## config.mk

```make
export PLATFORM = sky130hd
export DESIGN_NAME = operating_mode_clock_controller
export DESIGN_NICKNAME = d
export VERILOG_FILES = /design/src/rtl/opmode_pkg.sv /design/src/rtl/operating_mode_clock_controller.sv
export VERILOG_INCLUDE_DIRS = /design/src /design/src/rtl
export SDC_FILE = /design/constraint.sdc
export NUM_CORES = 1
export LEC_CHECK = 0
export ABC_AREA = 1
export BUFFER_PORTS_ARGS = -buffer_cell sky130_fd_sc_hd__buf_2
export CAP_MARGIN = 20
export CORE_ASPECT_RATIO = 1.1
export CORE_MARGIN = 4
export CORE_UTILIZATION = 45
export DETAILED_ROUTE_END_ITERATION = 10
export PLACE_DENSITY = 0.69
export SLEW_MARGIN = 15
export SYNTH_ARGS = -nofsm -noshare
export SYNTH_HDL_FRONTEND = slang
export SYNTH_SLANG_ARGS = --single-unit
```

## constraint.sdc

```tcl
create_clock -name clock -period 1.9 [get_ports clock]
set_clock_uncertainty 0.2 [all_clocks]
set_input_delay 0.095 -clock clock [delete_from_list [all_inputs] [get_ports clock]]
set_output_delay 0.095 -clock clock [all_outputs]
set_load 0.05 [all_outputs]
```

## src/rtl/opmode_defines.svh

```systemverilog
// register offsets, field positions, reset values and timing counts
`ifndef OPMODE_DEFINES_SVH
`define OPMODE_DEFINES_SVH
// ----------------------------------------------------------------
// register offsets
// ----------------------------------------------------------------
`define ADDR_SYSCLK_CONTROL 4'h0
`define ADDR_HS_OSC_CONTROL 4'h1
`define ADDR_MODE_STATUS 4'h2
`define ADDR_IRQ_STATUS 4'h3
`define ADDR_IRQ_CLEAR 4'h4
`define ADDR_IRQ_ENABLE 4'h5
`define ADDR_HALT_CMD 4'h6
`define ADDR_WAKE_CMD 4'h7
// ----------------------------------------------------------------
// field positions
// ----------------------------------------------------------------
`define SEL_HI 7
`define SEL_LO 5
`define HS_KEEP_BIT 1
`define LS_KEEP_BIT 0
`define HS_STABLE_BIT 1
`define HS_ENABLE_BIT 0
// ----------------------------------------------------------------
// reset values and codes
// ----------------------------------------------------------------
`define SEL_RESET 3'h0
`define SEL_LOWSPEED 3'h7
`define HS_ENABLE_RESET 1'h1
`define IRQ_BITS 3
// ----------------------------------------------------------------
// timing: oscillator start times in ns
// ----------------------------------------------------------------
`define CLOCK_PERIOD_NS 20
`define HS_START_NS 16000
`define LS_START_NS 2000
`endif

```

## src/rtl/opmode_pkg.sv

```systemverilog
// types shared by the operating mode clock controller
package opmode_pkg;
  // operating mode, one-hot
  typedef enum logic [5:0] {
    mode_fast = 6'b00_0001,
    mode_slow = 6'b00_0010,
    mode_sleep = 6'b00_0100,
    mode_idle_lowspeed_only = 6'b00_1000,
    mode_idle_both_clocks = 6'b01_0000,
    mode_idle_highspeed_only = 6'b10_0000
  } op_mode_e;
  // register bus request
  typedef struct packed {
    logic [3:0] addr;
    logic [7:0] wdata;
    logic write;
    logic read;
  } bus_req_s;
  // clock gates towards the chip
  typedef struct packed {
    logic cpu_run;
    logic sys_clk_run;
    logic hs_osc_on;
    logic ls_osc_on;
    logic [2:0] sysclk_select;
  } clk_gate_s;
endpackage

```

## src/rtl/operating_mode_clock_controller.sv

```systemverilog
// operating mode and oscillator control with register port
//
// Implementation choices: the register offsets and strobed register access.
`include "opmode_defines.svh"
module operating_mode_clock_controller
  import opmode_pkg::*;
#(
  parameter int HS_START_NS = `HS_START_NS,
  parameter int LS_START_NS = `LS_START_NS,
  parameter int CNT_W = 16
) (
  input wire logic clock,
  input wire logic reset,
  input wire bus_req_s bus_req,
  output logic [7:0] rdata,
  output clk_gate_s clk_gate,
  output op_mode_e op_mode,
  output logic powerdown_flag,
  output logic watchdog_timeout_flag,
  output logic watchdog_clear,
  output logic irq
);
  // ----------------------------------------------------------------
  // derived counts (least times round up)
  // ----------------------------------------------------------------
  localparam int HS_CYC_I = (HS_START_NS + `CLOCK_PERIOD_NS - 1)
                            / `CLOCK_PERIOD_NS;
  localparam int LS_CYC_I = (LS_START_NS + `CLOCK_PERIOD_NS - 1)
                            / `CLOCK_PERIOD_NS;
  localparam logic [CNT_W-1:0] HS_CYC = CNT_W'(HS_CYC_I);
  localparam logic [CNT_W-1:0] LS_CYC = CNT_W'(LS_CYC_I);
  // refuse counts that do not fit the counter
  if (CNT_W < 2 || CNT_W > 30) begin : g_bad_width
    $error("counter width out of range");
  end
  if (HS_CYC_I >= (1 << CNT_W) || LS_CYC_I >= (1 << CNT_W)
      || HS_CYC_I < 1 || LS_CYC_I < 1) begin : g_bad_count
    $error("start counts do not fit the counter width");
  end
  // ----------------------------------------------------------------
  // registers
  // ----------------------------------------------------------------
  logic [2:0] sel_reg; // system clock select
  logic hs_keep_reg; // high-speed keep-on in halt
  logic ls_keep_reg; // low-speed keep-on in halt
  logic hs_en_reg; // high-speed oscillator enable
  logic hs_stable_reg; // high-speed stable flag
  logic ls_stable_reg; // low-speed stable flag
  logic [CNT_W-1:0] hs_cnt_reg; // high-speed start counter
  logic [CNT_W-1:0] ls_cnt_reg; // low-speed start counter
  logic [2:0] act_sel_reg; // select actually in force
  op_mode_e mode_reg; // current operating mode
  logic pdf_reg; // power-down flag
  logic to_reg; // watchdog timeout flag
  logic wdt_clr_reg; // watchdog counter clear pulse
  logic [`IRQ_BITS-1:0] ist_reg; // sticky events
  logic [`IRQ_BITS-1:0] ien_reg; // event enables
  logic irq_reg; // interrupt output
  logic [7:0] rdata_reg; // read data
  // ----------------------------------------------------------------
  // address decode
  // ----------------------------------------------------------------
  wire wr_scc = bus_req.write && bus_req.addr == `ADDR_SYSCLK_CONTROL;
  wire wr_hsc = bus_req.write && bus_req.addr == `ADDR_HS_OSC_CONTROL;
  wire wr_iclr = bus_req.write && bus_req.addr == `ADDR_IRQ_CLEAR;
  wire wr_ien = bus_req.write && bus_req.addr == `ADDR_IRQ_ENABLE;
  wire halt_cmd = bus_req.write && bus_req.addr == `ADDR_HALT_CMD;
  wire wake_cmd = bus_req.write && bus_req.addr == `ADDR_WAKE_CMD;
  // processor is running in fast or slow mode
  wire running = mode_reg == mode_fast || mode_reg == mode_slow;
  // halt only taken while running
  wire halt_go = halt_cmd && running;
  // ----------------------------------------------------------------
  // oscillator needs
  // ----------------------------------------------------------------
  // high-speed wanted while running if enabled or a fast select is requested, or in halt when kept on
  wire hs_need = running ? hs_en_reg || sel_reg != `SEL_LOWSPEED
                         : hs_keep_reg;
  // low-speed always runs except in halt without keep-on
  wire ls_need = running || ls_keep_reg;
  // fresh enable write restarts the stable wait
  wire hs_restart = wr_hsc && bus_req.wdata[`HS_ENABLE_BIT]
                    && !hs_en_reg;
  wire hs_cnt_done = hs_cnt_reg == HS_CYC;
  wire ls_cnt_done = ls_cnt_reg == LS_CYC;
  // pending switch may complete when its source is stable
  wire sel_to_slow = sel_reg == `SEL_LOWSPEED;
  wire switch_ok = sel_to_slow ? ls_stable_reg
                               : hs_stable_reg;
  // mode chosen by halt from keep-on bits
  op_mode_e halt_mode;
  always_comb begin
    case ({hs_keep_reg, ls_keep_reg})
      2'b00: halt_mode = mode_sleep;
      2'b01: halt_mode = mode_idle_lowspeed_only;
      2'b11: halt_mode = mode_idle_both_clocks;
      default: halt_mode = mode_idle_highspeed_only;
    endcase
  end
  // events: halt entry, high-speed stable, switch done
  // a switch held off by a halt in the same cycle is not reported
  wire switch_done = running && !halt_go && act_sel_reg != sel_reg
                     && switch_ok;
  wire hs_rise = hs_need && !hs_restart && !hs_stable_reg && hs_cnt_done;
  wire [`IRQ_BITS-1:0] ev = {switch_done, hs_rise, halt_go};
  // read multiplexer
  wire [7:0] rd_scc = {sel_reg, 3'h0, hs_keep_reg, ls_keep_reg};
  wire [7:0] rd_hsc = {6'h00, hs_stable_reg, hs_en_reg};
  wire [7:0] rd_mode = {act_sel_reg, to_reg, pdf_reg,
                        ls_stable_reg, hs_stable_reg, running};
  wire [7:0] rd_ist = {5'h00, ist_reg};
  wire [7:0] rd_ien = {5'h00, ien_reg};
  wire [7:0] rd_mux = bus_req.addr == `ADDR_SYSCLK_CONTROL ? rd_scc
                    : bus_req.addr == `ADDR_HS_OSC_CONTROL ? rd_hsc
                    : bus_req.addr == `ADDR_MODE_STATUS ? rd_mode
                    : bus_req.addr == `ADDR_IRQ_STATUS ? rd_ist
                    : bus_req.addr == `ADDR_IRQ_ENABLE ? rd_ien
                    : 8'h00;
  // ----------------------------------------------------------------
  // control registers
  // ----------------------------------------------------------------
  // clock control and oscillator enable writes
  always_ff @(posedge clock) begin
    if (reset) begin
      sel_reg <= `SEL_RESET;
      hs_keep_reg <= 1'b0;
      ls_keep_reg <= 1'b0;
      hs_en_reg <= `HS_ENABLE_RESET;
    end else begin
      if (wr_scc) begin
        sel_reg <= bus_req.wdata[`SEL_HI:`SEL_LO];
        hs_keep_reg <= bus_req.wdata[`HS_KEEP_BIT];
        ls_keep_reg <= bus_req.wdata[`LS_KEEP_BIT];
      end
      if (wr_hsc) begin
        hs_en_reg <= bus_req.wdata[`HS_ENABLE_BIT];
      end
    end
  end
  // ----------------------------------------------------------------
  // oscillator start models
  // ----------------------------------------------------------------
  // high-speed start counter and stable flag
  always_ff @(posedge clock) begin
    if (reset) begin
      hs_cnt_reg <= '0;
      hs_stable_reg <= 1'b0;
    end else if (!hs_need || hs_restart) begin
      hs_cnt_reg <= '0;
      hs_stable_reg <= 1'b0;
    end else if (!hs_cnt_done) begin
      hs_cnt_reg <= hs_cnt_reg + CNT_W'(1);
    end else begin
      hs_stable_reg <= 1'b1;
    end
  end
  // low-speed start counter and stable flag
  always_ff @(posedge clock) begin
    if (reset) begin
      ls_cnt_reg <= '0;
      ls_stable_reg <= 1'b0;
    end else if (!ls_need) begin
      ls_cnt_reg <= '0;
      ls_stable_reg <= 1'b0;
    end else if (!ls_cnt_done) begin
      ls_cnt_reg <= ls_cnt_reg + CNT_W'(1);
    end else begin
      ls_stable_reg <= 1'b1;
    end
  end
  // ----------------------------------------------------------------
  // operating mode machine
  // ----------------------------------------------------------------
  // select in force follows the request once source is stable
  always_ff @(posedge clock) begin
    if (reset) begin
      act_sel_reg <= `SEL_RESET;
      mode_reg <= mode_fast;
    end else begin
      case (mode_reg)
        mode_fast, mode_slow: begin
          if (halt_go) begin
            mode_reg <= halt_mode;
          end else if (switch_done) begin
            act_sel_reg <= sel_reg;
            mode_reg <= sel_to_slow ? mode_slow : mode_fast;
          end
        end
        default: begin
          if (wake_cmd) begin
            mode_reg <= act_sel_reg == `SEL_LOWSPEED ? mode_slow
                                                     : mode_fast;
          end
        end
      endcase
    end
  end
  // power-down, timeout and watchdog clear on halt entry
  always_ff @(posedge clock) begin
    if (reset) begin
      pdf_reg <= 1'b0;
      to_reg <= 1'b0;
      wdt_clr_reg <= 1'b0;
    end else begin
      wdt_clr_reg <= halt_go;
      if (halt_go) begin
        pdf_reg <= 1'b1;
        to_reg <= 1'b0;
      end
    end
  end
  // ----------------------------------------------------------------
  // interrupts and read data
  // ----------------------------------------------------------------
  // sticky events, set wins over clear
  always_ff @(posedge clock) begin
    if (reset) begin
      ist_reg <= '0;
      ien_reg <= '0;
      irq_reg <= 1'b0;
      rdata_reg <= 8'h00;
    end else begin
      ist_reg <= (ist_reg & ~(wr_iclr ? bus_req.wdata[`IRQ_BITS-1:0]
                                      : '0)) | ev;
      if (wr_ien) begin
        ien_reg <= bus_req.wdata[`IRQ_BITS-1:0];
      end
      irq_reg <= |(ist_reg & ien_reg);
      rdata_reg <= bus_req.read ? rd_mux : 8'h00;
    end
  end
  // ----------------------------------------------------------------
  // clock gate outputs, registered
  // ----------------------------------------------------------------
  always_ff @(posedge clock) begin
    if (reset) begin
      clk_gate <= '0;
    end else begin
      clk_gate.cpu_run <= running && !halt_go;
      clk_gate.sys_clk_run <= running && !halt_go;
      clk_gate.hs_osc_on <= hs_need;
      clk_gate.ls_osc_on <= ls_need;
      clk_gate.sysclk_select <= act_sel_reg;
    end
  end
  assign rdata = rdata_reg;
  assign op_mode = mode_reg;
  assign powerdown_flag = pdf_reg;
  assign watchdog_timeout_flag = to_reg;
  assign watchdog_clear = wdt_clr_reg;
  assign irq = irq_reg;
  // ----------------------------------------------------------------
  // checks: halt entry
  // ----------------------------------------------------------------
  // halt entry sets power-down, clears timeout, pulses clear
  halt_sets_pdf_a: assert property (
    @(posedge clock) disable iff (reset)
    halt_go |=> pdf_reg && !to_reg && wdt_clr_reg)
    else $error("halt entry flags wrong");
  // both keep-on bits low gives sleep
  sleep_entry_a: assert property (
    @(posedge clock) disable iff (reset)
    halt_go && !hs_keep_reg && !ls_keep_reg |=> mode_reg == mode_sleep)
    else $error("sleep not entered");
  // low-speed keep-on only
  idle_ls_a: assert property (
    @(posedge clock) disable iff (reset)
    halt_go && !hs_keep_reg && ls_keep_reg
    |=> mode_reg == mode_idle_lowspeed_only)
    else $error("low-speed idle not entered");
  // both keep-on bits high
  idle_both_a: assert property (
    @(posedge clock) disable iff (reset)
    halt_go && hs_keep_reg && ls_keep_reg
    |=> mode_reg == mode_idle_both_clocks)
    else $error("both-clock idle not entered");
  // high-speed keep-on only
  idle_hs_a: assert property (
    @(posedge clock) disable iff (reset)
    halt_go && hs_keep_reg && !ls_keep_reg
    |=> mode_reg == mode_idle_highspeed_only)
    else $error("high-speed idle not entered");
  // processor clock gate drops at once and stays down for the two cycles after halt entry
  halt_stops_cpu_a: assert property (
    @(posedge clock) disable iff (reset)
    halt_go |=> !clk_gate.cpu_run [*2])
    else $error("processor clock runs after halt");
  // watchdog clear is a single-cycle pulse
  wdt_pulse_a: assert property (
    @(posedge clock) disable iff (reset)
    wdt_clr_reg |=> !wdt_clr_reg)
    else $error("watchdog clear longer than one cycle");
  // halted mode holds until a wake command
  halted_hold_a: assert property (
    @(posedge clock) disable iff (reset)
    !running && !wake_cmd |=> mode_reg == $past(mode_reg))
    else $error("halted mode left without wake");
  // oscillator gates follow the keep-on bits while halted
  idle_gates_a: assert property (
    @(posedge clock) disable iff (reset)
    !running |=> clk_gate.hs_osc_on == $past(hs_keep_reg)
                 && clk_gate.ls_osc_on == $past(ls_keep_reg))
    else $error("oscillator gates wrong in halt");
  // processor and system clock gates stay off while halted
  halt_gates_off_a: assert property (
    @(posedge clock) disable iff (reset)
    !running |=> !clk_gate.cpu_run && !clk_gate.sys_clk_run)
    else $error("clock gate on while halted");
  // ----------------------------------------------------------------
  // checks: oscillators and switching
  // ----------------------------------------------------------------
  // fresh enable drops the stable flag
  restart_clears_a: assert property (
    @(posedge clock) disable iff (reset)
    hs_restart |=> !hs_stable_reg)
    else $error("stable flag not cleared on enable");
  // stable flag rises only after the start count
  stable_late_a: assert property (
    @(posedge clock) disable iff (reset)
    $rose(hs_stable_reg) |-> $past(hs_cnt_done) && $past(hs_need))
    else $error("stable flag rose before start time");
  // flag stays low while the oscillator is unneeded
  unneeded_flag_a: assert property (
    @(posedge clock) disable iff (reset)
    !hs_need |=> !hs_stable_reg)
    else $error("stable flag set while oscillator unneeded");
  // slow select only takes effect on a stable low-speed source
  slow_needs_ls_a: assert property (
    @(posedge clock) disable iff (reset)
    $changed(act_sel_reg) && act_sel_reg == `SEL_LOWSPEED
    |-> $past(ls_stable_reg))
    else $error("slow switch before low-speed stable");
  // running mode agrees with the select in force
  mode_matches_sel_a: assert property (
    @(posedge clock) disable iff (reset)
    running |-> (mode_reg == mode_slow) == (act_sel_reg == `SEL_LOWSPEED))
    else $error("mode and select in force disagree");
  // select gate trails the select in force by one cycle
  gate_follows_sel_a: assert property (
    @(posedge clock) disable iff (reset)
    !$past(reset) |-> clk_gate.sysclk_select == $past(act_sel_reg))
    else $error("select gate does not follow select in force");
  // ----------------------------------------------------------------
  // checks: register reads and reset
  // ----------------------------------------------------------------
  // oscillator control reads flag, enable and zero padding
  read_hsc_a: assert property (
    @(posedge clock) disable iff (reset)
    bus_req.read && bus_req.addr == `ADDR_HS_OSC_CONTROL
    |=> rdata_reg == {6'h00, $past(hs_stable_reg), $past(hs_en_reg)})
    else $error("oscillator control read wrong");
  // clock control reads select and keep-on bits
  read_scc_a: assert property (
    @(posedge clock) disable iff (reset)
    bus_req.read && bus_req.addr == `ADDR_SYSCLK_CONTROL
    |=> rdata_reg == {$past(sel_reg), 3'h0, $past(hs_keep_reg),
                      $past(ls_keep_reg)})
    else $error("clock control read wrong");
  // control fields come out of reset at their reset values
  reset_values_a: assert property (
    @(posedge clock)
    reset |=> sel_reg == `SEL_RESET && !hs_keep_reg && !ls_keep_reg
              && hs_en_reg == `HS_ENABLE_RESET && !hs_stable_reg)
    else $error("control fields not at reset values");
endmodule

```

After elaboration in Yosys (flattened, before gate mapping)

Index checks and enable logic that the tools add are counted.

Bits in registers: 72
Input port bits: 16
Output and inout port bits: 25
Word-level logic and storage cells: 98

Add/sub/neg operators: 2
Equality and inequality tests: 18
Mux-type cells: 15
Bitwise gates (word level): 7
Reductions and logical operators: 35

Operators by type and width:

| cell                                                               | number |
|---|---|
| 16-bit by 1-bit adder with 16-bit output (second input constant)   | 2 |
| 6-bit 2-to-1 mux                                                   | 4 |
| 8-bit 2-to-1 mux                                                   | 3 |
| 6-bit one-hot mux with 3 select lines                              | 1 |
| 16-bit by 10-bit == test with 1-bit output (second input constant) | 1 |
| 16-bit by 7-bit == test with 1-bit output (second input constant)  | 1 |
| 4-bit by 3-bit == test with 1-bit output (second input constant)   | 4 |
| 1-bit logical AND                                                  | 15 |
| 3-bit 2-to-1 mux                                                   | 3 |
| 4-bit by 2-bit == test with 1-bit output (second input constant)   | 2 |
| 2-bit OR reduction                                                 | 4 |
| 3-bit bitwise AND                                                  | 2 |
| 3-bit == test (second input constant)                              | 2 |
| 6-bit by 1-bit == test with 1-bit output (second input constant)   | 1 |
| 6-bit by 2-bit == test with 1-bit output (second input constant)   | 1 |
| 3-bit != test (second input constant)                              | 2 |
| 1-bit zero test                                                    | 5 |
| 4-bit by 1-bit == test with 1-bit output (second input constant)   | 1 |
| 4-bit zero test                                                    | 1 |
| 1-bit logical OR                                                   | 4 |
| 2-bit 2-to-1 mux                                                   | 2 |
| 4-bit OR reduction                                                 | 1 |
| 3-bit != test                                                      | 1 |
| 1-bit inverter                                                     | 3 |
| 10 further kinds                                                   | 11 |

Depth between registers and ports, before layout

Gate-level depths: netlist (run 1).

Word-level depth: 10
Gate-level depth with buffers: 10

Least setup slack after synthesis (run 1)

No wires, ideal clock.

Kind: register to register
From: register mode_reg[1] (netlist: op_mode[1])
To: register hs_cnt_reg[15]
Setup time: 0.115 ns
Data arrival time: 1.532 ns
Slack: 0.052 ns
Cell stages (with the launch flop): 11
Buffers on the path: 1
Period minus slack after synthesis: 1.848 ns
Cells stage by stage: dfxtp_1 -> inv_1 -> nand2_1 -> nand2_1 -> nor2_4 -> nand2_1 -> nand3_2 -> inv_2 -> o21ai_4 -> buf_6 -> nor2_2

Longest elaborated chain between the ends: 6

Ends and longest elaborated chain:

| element                                                                                                     | RTL line                               | source |
|---|---|---|
| start: declaration                                                                                          | operating_mode_clock_controller.sv:52  | `op_mode_e mode_reg;` |
| start signal: assignment                                                                                    | operating_mode_clock_controller.sv:178 | `mode_reg <= mode_fast;` |
| start signal: assignment                                                                                    | operating_mode_clock_controller.sv:183 | `mode_reg <= halt_mode;` |
| start signal: assignment                                                                                    | operating_mode_clock_controller.sv:186 | `mode_reg <= sel_to_slow ? mode_slow : mode_fast;` |
| 6-bit by 1-bit == test with 1-bit output / 6-bit by 2-bit == test with 1-bit output (equally long branches) | operating_mode_clock_controller.sv:70  | `wire running = mode_reg == mode_fast \|\| mode_reg == mode_slow;` |
| 1-bit logical OR (*)                                                                                        | operating_mode_clock_controller.sv:70  |  |
| 1-bit 2-to-1 mux (*)                                                                                        | operating_mode_clock_controller.sv:77  | `` wire hs_need = running ? hs_en_reg \|\| sel_reg != `SEL_LOWSPEED `` |
| 1-bit zero test (*)                                                                                         | operating_mode_clock_controller.sv:148 | `end else if (!hs_need \|\| hs_restart) begin` |
| 1-bit logical OR (*)                                                                                        | operating_mode_clock_controller.sv:148 |  |
| 2-bit OR reduction (no line) (*)                                                                            | --                                     |  |
| end signal: assignment                                                                                      | operating_mode_clock_controller.sv:152 | `hs_cnt_reg <= hs_cnt_reg + CNT_W'(1);` |
| end: declaration                                                                                            | operating_mode_clock_controller.sv:49  | `logic [CNT_W-1:0] hs_cnt_reg;` |

Mark *: on every way between the ends. The rest lies on a longest branch, timed or not.
A chain may end at the register's enable or synchronous reset.

Worst setup path in the final report (run 1)

From: input bus_req[10] in the netlist's numbering
To: register sel_reg[1]

Longest elaborated chain between the ends: 2

Ends and longest elaborated chain:

| element                     | RTL line                               | source |
|---|---|---|
| start: declaration          | operating_mode_clock_controller.sv:14  | `input wire bus_req_s bus_req,` |
| 4-bit zero test (no line)   | --                                     |  |
| 1-bit logical AND (no line) | --                                     |  |
| end signal: assignment      | operating_mode_clock_controller.sv:125 | `` sel_reg <= `SEL_RESET; `` |
| end signal: assignment      | operating_mode_clock_controller.sv:131 | `` sel_reg <= bus_req.wdata[`SEL_HI:`SEL_LO]; `` |
| end: declaration            | operating_mode_clock_controller.sv:43  | `logic [2:0] sel_reg;` |

Every way passes these cells.

==> impl_metrics.csv, run 1 <==
group,metric,value,unit
floorplan,start_util,0.4643,
synthesis,synthDistinctLibCells,34,
job,cap_violations,0,
routing,drtPass1Iterations,5,
power_and_ir_drop,vdd_ir_drop_max,0.7680,mV
floorplan,die_w,91.72,um
setup_path,crit_buf_inv,4,
setup_path,end_kind,"register",
setup_path,required,1990,ps
cts,cts_sinks,71,
global_routing,grt_pass1_vias,3022,
routing,drt_iter0_markers,146,
floorplan,fp-row-count,33,
routing,routed_wl,7512,um
worst_hold_path,min_path_type,"input pin to register",
setup_path,critical-path-top-delay-family,"buffers and inverters",
timing,setup_viol,0,
place,routabilityCongestion,0.8360,
synthesis,synth_cells,478,
floorplan,core,7473,um2
cts,clock_latency,350,ps
timing,hold_ws,15.97,ps
routing,drc,0,
place,dp_cells,617,
synthesis,avgSynthCellArea,7.259,um2
setup_path,cp_cell_sequence,"dlygate4sd3_1 > buf_2 > nor2_1 > inv_1 > nor2_2 > nand3_1 > dlygate4sd3_1 > a21oi_1",
power_and_ir_drop,power.leakage,1.675,nW
setup_path,cpPeakStageDelay,570,ps
global_routing,gr-total-overflow,0,
synthesis,yosysSeqAreaShare,0.4097,
global_routing,grt_pass1_wl,13180,um
routing,wire_per_inst,11.59,um
place,portBuffers,36,
cts,clk_path_buf_depth,2,
setup_path,path_max_fanout,4,
cts,cts-buffers-inserted,9,
timing,timing.fmax,0.5485,GHz
global_routing,grt_antenna_before_repair,0,
timing,layout_min_cycle_time,1823,ps
global_routing,grt_usage,0.1756,
synthesis,yosys-top-cells-area,"dfxtp_1 41%, nand2_1 11%, inv_1 6.9%, nor2_1 6.0%, a21oi_1 4.8%",
timing,period_share,0.9596,
synthesis,ys_seq_elements,71,
setup_path,start_kind,"input pin",
timing,finalHoldViolations,0,
routing,via_per_inst,4.849,
routing,ant_nets,0,
floorplan,dieArea,9181,um2
setup_path,cp.arrival,1910,ps
layout,n_fill_cell,702,
layout,final_cells,648,
cts,path_clk_slew,80,ps
floorplan,pin_count,41,
synthesis,syn_area,3470,um2
cts,cts-root-buf,"clkbuf_8",
run_status,status,"complete, no violations",
layout,nNetsFinal,558,
synthesis,ys_warn_count,0,
global_routing,grt_max_degree,18,
setup_path,cpMaxStageDelayCell,"dlygate4sd3_1",
cts,cts_tree,"done",
place,detailed_place_hpwl,5564,um
layout,area_growth,17.89,%
routing,vias,3142,
timing,slew_viol_final,0,
layout,drive_above_1_share,0.1971,
power_and_ir_drop,pwr_density_cell,976.0,nW/um2
synthesis,yosys.area.top_type,"dfxtp_1",
synthesis,yosysTopAreaCellShare,0.4097,
timing,fin_setup_tns,0,ps
layout,diodes,0,
floorplan,die_h,100.1,um
setup_path,cpMostUsedCell,"dlygate4sd3_1",
setup_path,critPathKind,"input pin to register",
timing,rsz0062_at_grt,"yes",
cts,htreeDepth,3,
## worst paths after layout
path	endpoint	slack [ps]	start	depth (start not counted)
max	sel_reg[1]	80	bus_req[10]	8
min	rdata[2]	20	bus_req[13]	5
max reg2reg	ls_cnt_reg[8]	160	ls_cnt_reg[1]	7
min reg2reg	ls_cnt_reg[0]	270	ls_cnt_reg[0]	1
## final cells by class
class | instances | area, um2 | share of cell area
repair buffers | 57 | 375.4 | 0.09177
multi-input cells | 332 | 1734 | 0.4240
clock inverters | 5 | 33.78 | 0.008259
well taps | 105 | 131.4 | 0.03212
inverters | 67 | 251.5 | 0.06149
flip-flops and latches | 71 | 1423 | 0.3478
clock buffers | 11 | 141.4 | 0.03457
## kinds of logic (layout without fill, tap and decap cells)
group                      Yosys count  in the layout  synth area share
adders and majority gates            4              4           0.01443
DFF                                 71             71            0.4097
buffers and inverters               76            140           0.09304
and+or+nand+nor                    248            248            0.3379
xor gates and xnor gates            10             10           0.02525
other                                1              2          0.001081
AOI/OAI and AO/OA                   68             68            0.1186
## metrics by stage
stage	total power, mW	utilization	setup slack [ps]	instance area [um2]
6_report	3.992	0.5473	76.81	4090
5_1_grt	4.268	0.5473	-31.69	4090
4_1_cts	4.035	0.5451	59.53	4074
3_5_place_dp	2.930	0.5029	117.2	3759
3_3_place_gp	2.916	0.5029	158.2	3759
2_1_floorplan	2.696	-	52.39	3473
## cell usage in the layout, fill, tap and decap left out, drive strengths merged
cell type	count
dfxtp	71
a41oi	1
or2	3
xor2	7
o211ai	2
inv	67
conb	2
o31ai	1
nand4	14
buf	43
o21ai	26
a21o	1
clkinvlp	2
nor2	73
nand3	33
clkinv	3
nand3b	1
ha	4
a21oi	37
xnor2	3
nor3	19
clkbuf	11
dlymetal6s4s	1
nand2	105
dlygate4sd3	13
## worst register-to-register path: stages (launching register included)
cell and delay (ps):
dfxtp_1 390, ha_2 220, nand3_1 120, nor2_2 150, buf_4 120, nand3_1 70
or2_2 280, a21oi_1 120
## synth_stat cells, drive strengths merged
cell type and instances:
a21o 1, xor2 7, ha 4, nor3 19, o21ai 26, a21oi 37, clkbuf 3, dfxtp 71
conb 1, o211ai 2, a41oi 1, xnor2 3, inv 67, nand4 14, nand3b 1, nand3 33
or2 3, nand2 105, nor2 73, buf 6, o31ai 1
## metal layers
layer  wire length [um]  GRT usage  vias up  part of all wire
met5                  0          0        -                 0
met4                116    0.07886        0             0.015
met3                473    0.04498       10             0.063
met2               3437     0.2721       86              0.46
met1               3484     0.2313     1402              0.46
li1                   -          -     1644                 -
## timing repair
item / 4_1_cts / 5_1_grt
hold endpoints to repair: 25 / 0
buffers inserted: 0 / 1
gates resized for setup: 0 / 5
setup endpoints to repair: 0 / 7
hold buffers: 14 / 0
## power by group
| group | switching (mW) | leakage [nW] | internal, mW | total (mW) |
|---|---|---|---|---|
| clock | 0.562 | 0.0853 | 0.506 | 1.07 |
| combinational | 0.857 | 1.01 | 0.380 | 1.24 |
| sequential | 0.0940 | 0.575 | 1.59 | 1.69 |
Power figures use the tool's default switching activity.
==> run 2: changes to the inputs <==
--- a/config.mk
+++ b/config.mk
@@ -7,13 +7,14 @@
 export NUM_CORES = 1
 export LEC_CHECK = 0
 export ABC_AREA = 1
-export BUFFER_PORTS_ARGS = -buffer_cell sky130_fd_sc_hd__buf_2
 export CAP_MARGIN = 20
 export CORE_ASPECT_RATIO = 1.1
 export CORE_MARGIN = 4
 export CORE_UTILIZATION = 45
 export DETAILED_ROUTE_END_ITERATION = 10
-export PLACE_DENSITY = 0.69
+export DONT_BUFFER_PORTS = 1
+export PLACE_DENSITY = 0.65
+export SKIP_LAST_GASP = 1
 export SLEW_MARGIN = 15
 export SYNTH_ARGS = -nofsm -noshare
 export SYNTH_HDL_FRONTEND = slang
==> run 2 against run 1 <==
Wire length grew 2.7%. Combinational power hardly changed. First-iteration DRC count is 11% higher. Sequential share of layout area is 0.078 points lower. Final cell count is 2.8% lower. Fmax decreased by 0.86%. Via count down 1.1%. Worst setup slack got worse by 16 ps. Largest power group unchanged. Largest cell class unchanged.
==> impl_metrics.csv, run 2 (synthesis results as in run 1) <==
group,metric,value,unit
run_status,status,"complete, no violations",
cts,clock_latency,340,ps
cts,path_clk_slew,70,ps
cts,cts-buffers-inserted,9,
timing,period_share,0.9679,
global_routing,grt_pass1_wl,13260,um
cts,cts_sinks,71,
layout,drive_above_1_share,0.1543,
routing,routed_wl,7713,um
job,cap_violations,0,
setup_path,path_max_fanout,4,
setup_path,end_kind,"register",
cts,cts-root-buf,"clkbuf_8",
global_routing,grt_pass1_vias,2921,
worst_hold_path,worstHoldStart,"bus_req[12]",
timing,worst_pin_slew,546.1,ps
timing,slew_viol_final,0,
setup_path,r2r_slack,180,ps
cts,htreeDepth,3,
setup_path,r2r-start,"op_mode[1]",
power_and_ir_drop,pwr_density_cell,987.8,nW/um2
global_routing,grt_antenna_before_repair,0,
routing,vias,3108,
place,routabilityCongestion,0.8430,
place,dp_cells,586,
cts,cts_tree,"done",
layout,area_growth,18.46,%
worst_hold_path,min_path_type,"input pin to register",
global_routing,gr-total-overflow,0,
floorplan,pin_count,41,
setup_path,critPathKind,"input pin to register",
layout,final_cells,630,
timing,layout_min_cycle_time,1839,ps
floorplan,die_h,100.1,um
setup_path,required,1910,ps
global_routing,grt_max_degree,18,
cts,clk_path_buf_depth,2,
worst_hold_path,hold_path_depth,7,
power_and_ir_drop,power.leakage,1.604,nW
worst_hold_path,holdPathEnd,"rdata[2]",
routing,ant_nets,0,
setup_path,r2r_cells,7,
layout,layout_commonest_cell,"nand2_1",
timing,max_slew_margin,0.6347,
layout,nNetsFinal,542,
floorplan,start_util,0.4643,
power_and_ir_drop,vdd_ir_drop_max,0.6867,mV
routing,drt_iter0_markers,162,
setup_path,r2r_end,"watchdog_clear",
routing,drc,0,
routing,wire_per_inst,12.24,um
setup_path,start_kind,"input pin",
timing,rsz0062_at_grt,"yes",
floorplan,dieArea,9181,um2
global_routing,grt_usage,0.1783,
routing,via_per_inst,4.933,
layout,layout_common_cells,"101 x nand2_1, 67 x dfxtp_1, 64 x inv_1",
layout,n_fill_cell,712,
setup_path,cp.arrival,1840,ps
layout,diodes,0,
timing,timing.fmax,0.5438,GHz
floorplan,die_w,91.72,um
timing,setup_viol,0,
floorplan,fp-row-count,33,
place,portBuffers,0,
timing,finalHoldViolations,0,
routing,drtPass1Iterations,5,
place,detailed_place_hpwl,5555,um
power_and_ir_drop,p_total,4.060,mW
floorplan,core,7473,um2
==> run 2: cell types whose count changed in the layout (fill, tap and decap cells not counted), moves of 2 or more <==
cell	change
dfxtp_1	-3
buf_2	-36
buf_4	+8
dlygate4sd3_1	+11
clkinvlp_4	-2
dfxtp_2	+3
==> run 2: per-layer routing <==
metal,GRT usage,up-vias,part of all wire
met1,0.2374,1416,0.47
met4,0.09029,0,0.0091
met2,0.2743,72,0.46
li1,-,1616,-
met3,0.03748,4,0.064
met5,0,-,0
==> run 2: cell type report <==
type	count	area, um2	share of cell area
Clock buffer	13	158.9	0.03866
Clock inverter	1	5.005	0.001218
Inverter	67	251.5	0.06119
Multi-Input combinational cell	332	1752	0.4262
Sequential cell	71	1426	0.3470
Tap cell	105	131.4	0.03196
Timing Repair Buffer	41	385.4	0.09376
==> run 2: critical path, cell delays in order <==
cell and delay [ps]:
dlygate4sd3_1 540, inv_1 90, nand3_2 140, nor2_1 250
nand2_1 70, dlygate4sd3_1 550, nand2_1 60, a21oi_1 50
==> run 2: repair_timing <==
| item | 4_1_cts | 5_1_grt |
|---|---|---|
| hold endpoints to repair | 64 | 0 |
| hold buffers | 25 | 0 |
| setup endpoints to repair | 0 | 12 |
| resized for setup | 0 | 12 |
| buffers inserted | 0 | 5 |
==> run 2: worst max path at each step <==
stage                     slack [ps]             end          start
after floorplan                   50  hs_cnt_reg[15]     op_mode[1]
after global placement           160  ls_cnt_reg[10]  ls_cnt_reg[0]
after detailed placement         130  ls_cnt_reg[12]  ls_cnt_reg[0]
after CTS                          4      ist_reg[0]     bus_req[1]
after global routing             -30      ien_reg[2]    bus_req[13]
final                             60      ist_reg[0]    bus_req[13]
==> run 2: per-stage QoR <==
stage	utilization	setup WS (ps)	hold WS (ps)	instance area (um2)	setup TNS, ps
3_5_place_dp	0.4838	130.9	-31.93	3616	0
5_1_grt	0.5500	-31.88	63.59	4110	-39.73
4_1_cts	0.5393	4.146	24.44	4030	0
6_report	0.5500	60.95	42.16	4110	0
3_3_place_gp	0.4838	157.0	-33.83	3616	0
2_1_floorplan	-	52.39	29.90	3473	0
==> run 2: report_power, final <==
part           switching [mW]  total, mW  internal (mW)
clock network           0.523       1.05          0.531
logic                   0.824       1.26          0.431
registers               0.151       1.75           1.60
total                    1.50       4.06           2.56
==> run 3: changes to the inputs <==
--- a/config.mk
+++ b/config.mk
@@ -13,6 +13,7 @@
 export CORE_UTILIZATION = 45
 export DETAILED_ROUTE_END_ITERATION = 10
 export DONT_BUFFER_PORTS = 1
+export MAX_ROUTING_LAYER = met4
 export PLACE_DENSITY = 0.65
 export SKIP_LAST_GASP = 1
 export SLEW_MARGIN = 15
==> run 3 against run 2 <==
Die area unchanged. Power is essentially flat. Combinational power hardly changed. Via count fell by 0.16%. Sequential cell count stayed put.
==> impl_metrics.csv, run 3 (synthesis results as in run 1) <==
group,metric,value,unit
routing,via_per_inst,4.925,
power_and_ir_drop,vdd_ir_drop_max,0.6819,mV
power_and_ir_drop,p_total,4.057,mW
timing,setup_viol,0,
worst_hold_path,holdPathEnd,"rdata[2]",
layout,drive_above_1_share,0.1543,
routing,routed_wl,7719,um
setup_path,r2r-start,"op_mode[1]",
cts,cts-buffers-inserted,9,
timing,rsz0062_at_grt,"yes",
floorplan,die_w,91.72,um
power_and_ir_drop,p_int,2.561,mW
layout,layout_commonest_cell,"nand2_1",
place,portBuffers,0,
routing,wire_per_inst,12.25,um
cts,path_clk_slew,70,ps
floorplan,fp-row-count,33,
run_status,status,"complete, no violations",
layout,utilization,0.5500,
setup_path,path_max_fanout,4,
layout,final_area,4110,um2
power_and_ir_drop,pwr-share-clk,0.259,
timing,max_slew_margin,0.6376,
floorplan,die_h,100.1,um
setup_path,r2r_slack,180,ps
layout,n_fill_cell,712,
setup_path,required,1910,ps
cts,htreeDepth,3,
routing,drc,0,
setup_path,r2r_end,"watchdog_clear",
setup_path,critPathKind,"input pin to register",
timing,period_share,0.9667,
global_routing,grt_pass1_wl,13260,um
timing,hold_ws,42.91,ps
setup_path,end_kind,"register",
global_routing,grt_max_degree,18,
global_routing,gr-total-overflow,0,
layout,area_growth,18.46,%
power_and_ir_drop,pwr_density_cell,987.0,nW/um2
timing,timing.fmax,0.5444,GHz
global_routing,grt_antenna_before_repair,0,
timing,slew_viol_final,0,
cts,cts-root-buf,"clkbuf_8",
floorplan,core,7473,um2
setup_path,cp.arrival,1840,ps
timing,finalHoldViolations,0,
setup_path,r2r_cells,7,
power_and_ir_drop,p_comb_frac,0.309,
setup_path,start_kind,"input pin",
routing,vias,3103,
global_routing,grt_usage,0.1835,
global_routing,grt_pass1_vias,2922,
floorplan,start_util,0.4643,
routing,drt_iter0_markers,169,
place,routabilityCongestion,0.8561,
power_and_ir_drop,p_sw,1.495,mW
cts,cts_sinks,71,
floorplan,dieArea,9181,um2
job,cap_violations,0,
cts,clk_path_buf_depth,2,
cts,cts_tree,"done",
power_and_ir_drop,swShare,0.3686,
floorplan,pin_count,41,
power_and_ir_drop,power.leakage,1.604,nW
layout,layout_common_cells,"101 x nand2_1, 67 x dfxtp_1, 64 x inv_1",
timing,layout_min_cycle_time,1837,ps
cts,clock_latency,340,ps
worst_hold_path,worstHoldStart,"bus_req[12]",
worst_hold_path,min_path_type,"input pin to register",
worst_hold_path,hold_path_depth,7,
timing,worst_pin_slew,541.9,ps
layout,nNetsFinal,542,
timing,fin_setup_tns,0,ps
routing,drtPass1Iterations,5,
place,postPlaceCellArea,3616,um2
layout,diodes,0,
power_and_ir_drop,pwr-share-seq,0.432,
place,detailed_place_hpwl,5555,um
routing,ant_nets,0,
run 3: worst max-delay path: stages:
cell and delay, ps:
dlygate4sd3_1 540, inv_1 90, nand3_2 140, nor2_1 250, nand2_1 70, dlygate4sd3_1 560
nand2_1 60, a21oi_1 50
run 3: worst max-delay path by stage:
stage	start	to	slack, ps	cells past startpoint
final	bus_req[13]	ist_reg[0]	60	8
after global routing	bus_req[13]	ien_reg[2]	-30	8
after CTS	bus_req[1]	ist_reg[0]	4	7
after detailed placement	ls_cnt_reg[0]	ls_cnt_reg[12]	130	7
after global placement	ls_cnt_reg[0]	ls_cnt_reg[10]	160	7
after floorplan	op_mode[1]	hs_cnt_reg[15]	50	10
run 3: layout make-up:
cell class	count	area [um2]	share of cell area
inverter	67	251.5	0.06119
sequential	71	1426	0.3470
clock buffer	13	158.9	0.03866
clock inverter	1	5.005	0.001218
timing repair buffer	41	385.4	0.09376
tap	105	131.4	0.03196
multi-input combinational	332	1752	0.4262
run 3: power groups by stage:
stage / sequential, mW / clock, mW / combinational, mW
detailed placement: 1.77 / 0 / 1.12
CTS: 1.74 / 1.09 / 1.17
global route: 1.77 / 1.14 / 1.42
finish: 1.75 / 1.05 / 1.25
global placement: 1.77 / 0 / 1.11
floorplan: 1.87 / 0 / 0.825
run 3: routing by layer:
layer	wire length, um	share of wire	vias to the layer above	GRT usage
met3	461	0.060	6	0.04273
met4	84	0.011	0	0.08000
met2	3458	0.45	61	0.2743
met5	0	0	-	-
li1	-	-	1617	-
met1	3715	0.48	1419	0.2384
run 3: stage by stage:
| stage | worst slack, ps | std cells |
|---|---|---|
| after global placement | 157.0 | 586 |
| final | 63.20 | 630 |
| after detailed placement | 130.9 | 586 |
| after floorplan | 52.39 | 479 |
| after global routing | -29.33 | 630 |
| after CTS | 4.146 | 625 |
run 3: repair_timing:
action / in CTS / in global routing
hold endpoints to repair: 64 / 0
gates resized for setup: 0 / 12
buffers inserted: 0 / 5
hold buffers: 25 / 0
endpoints found under the setup margin: 0 / 11
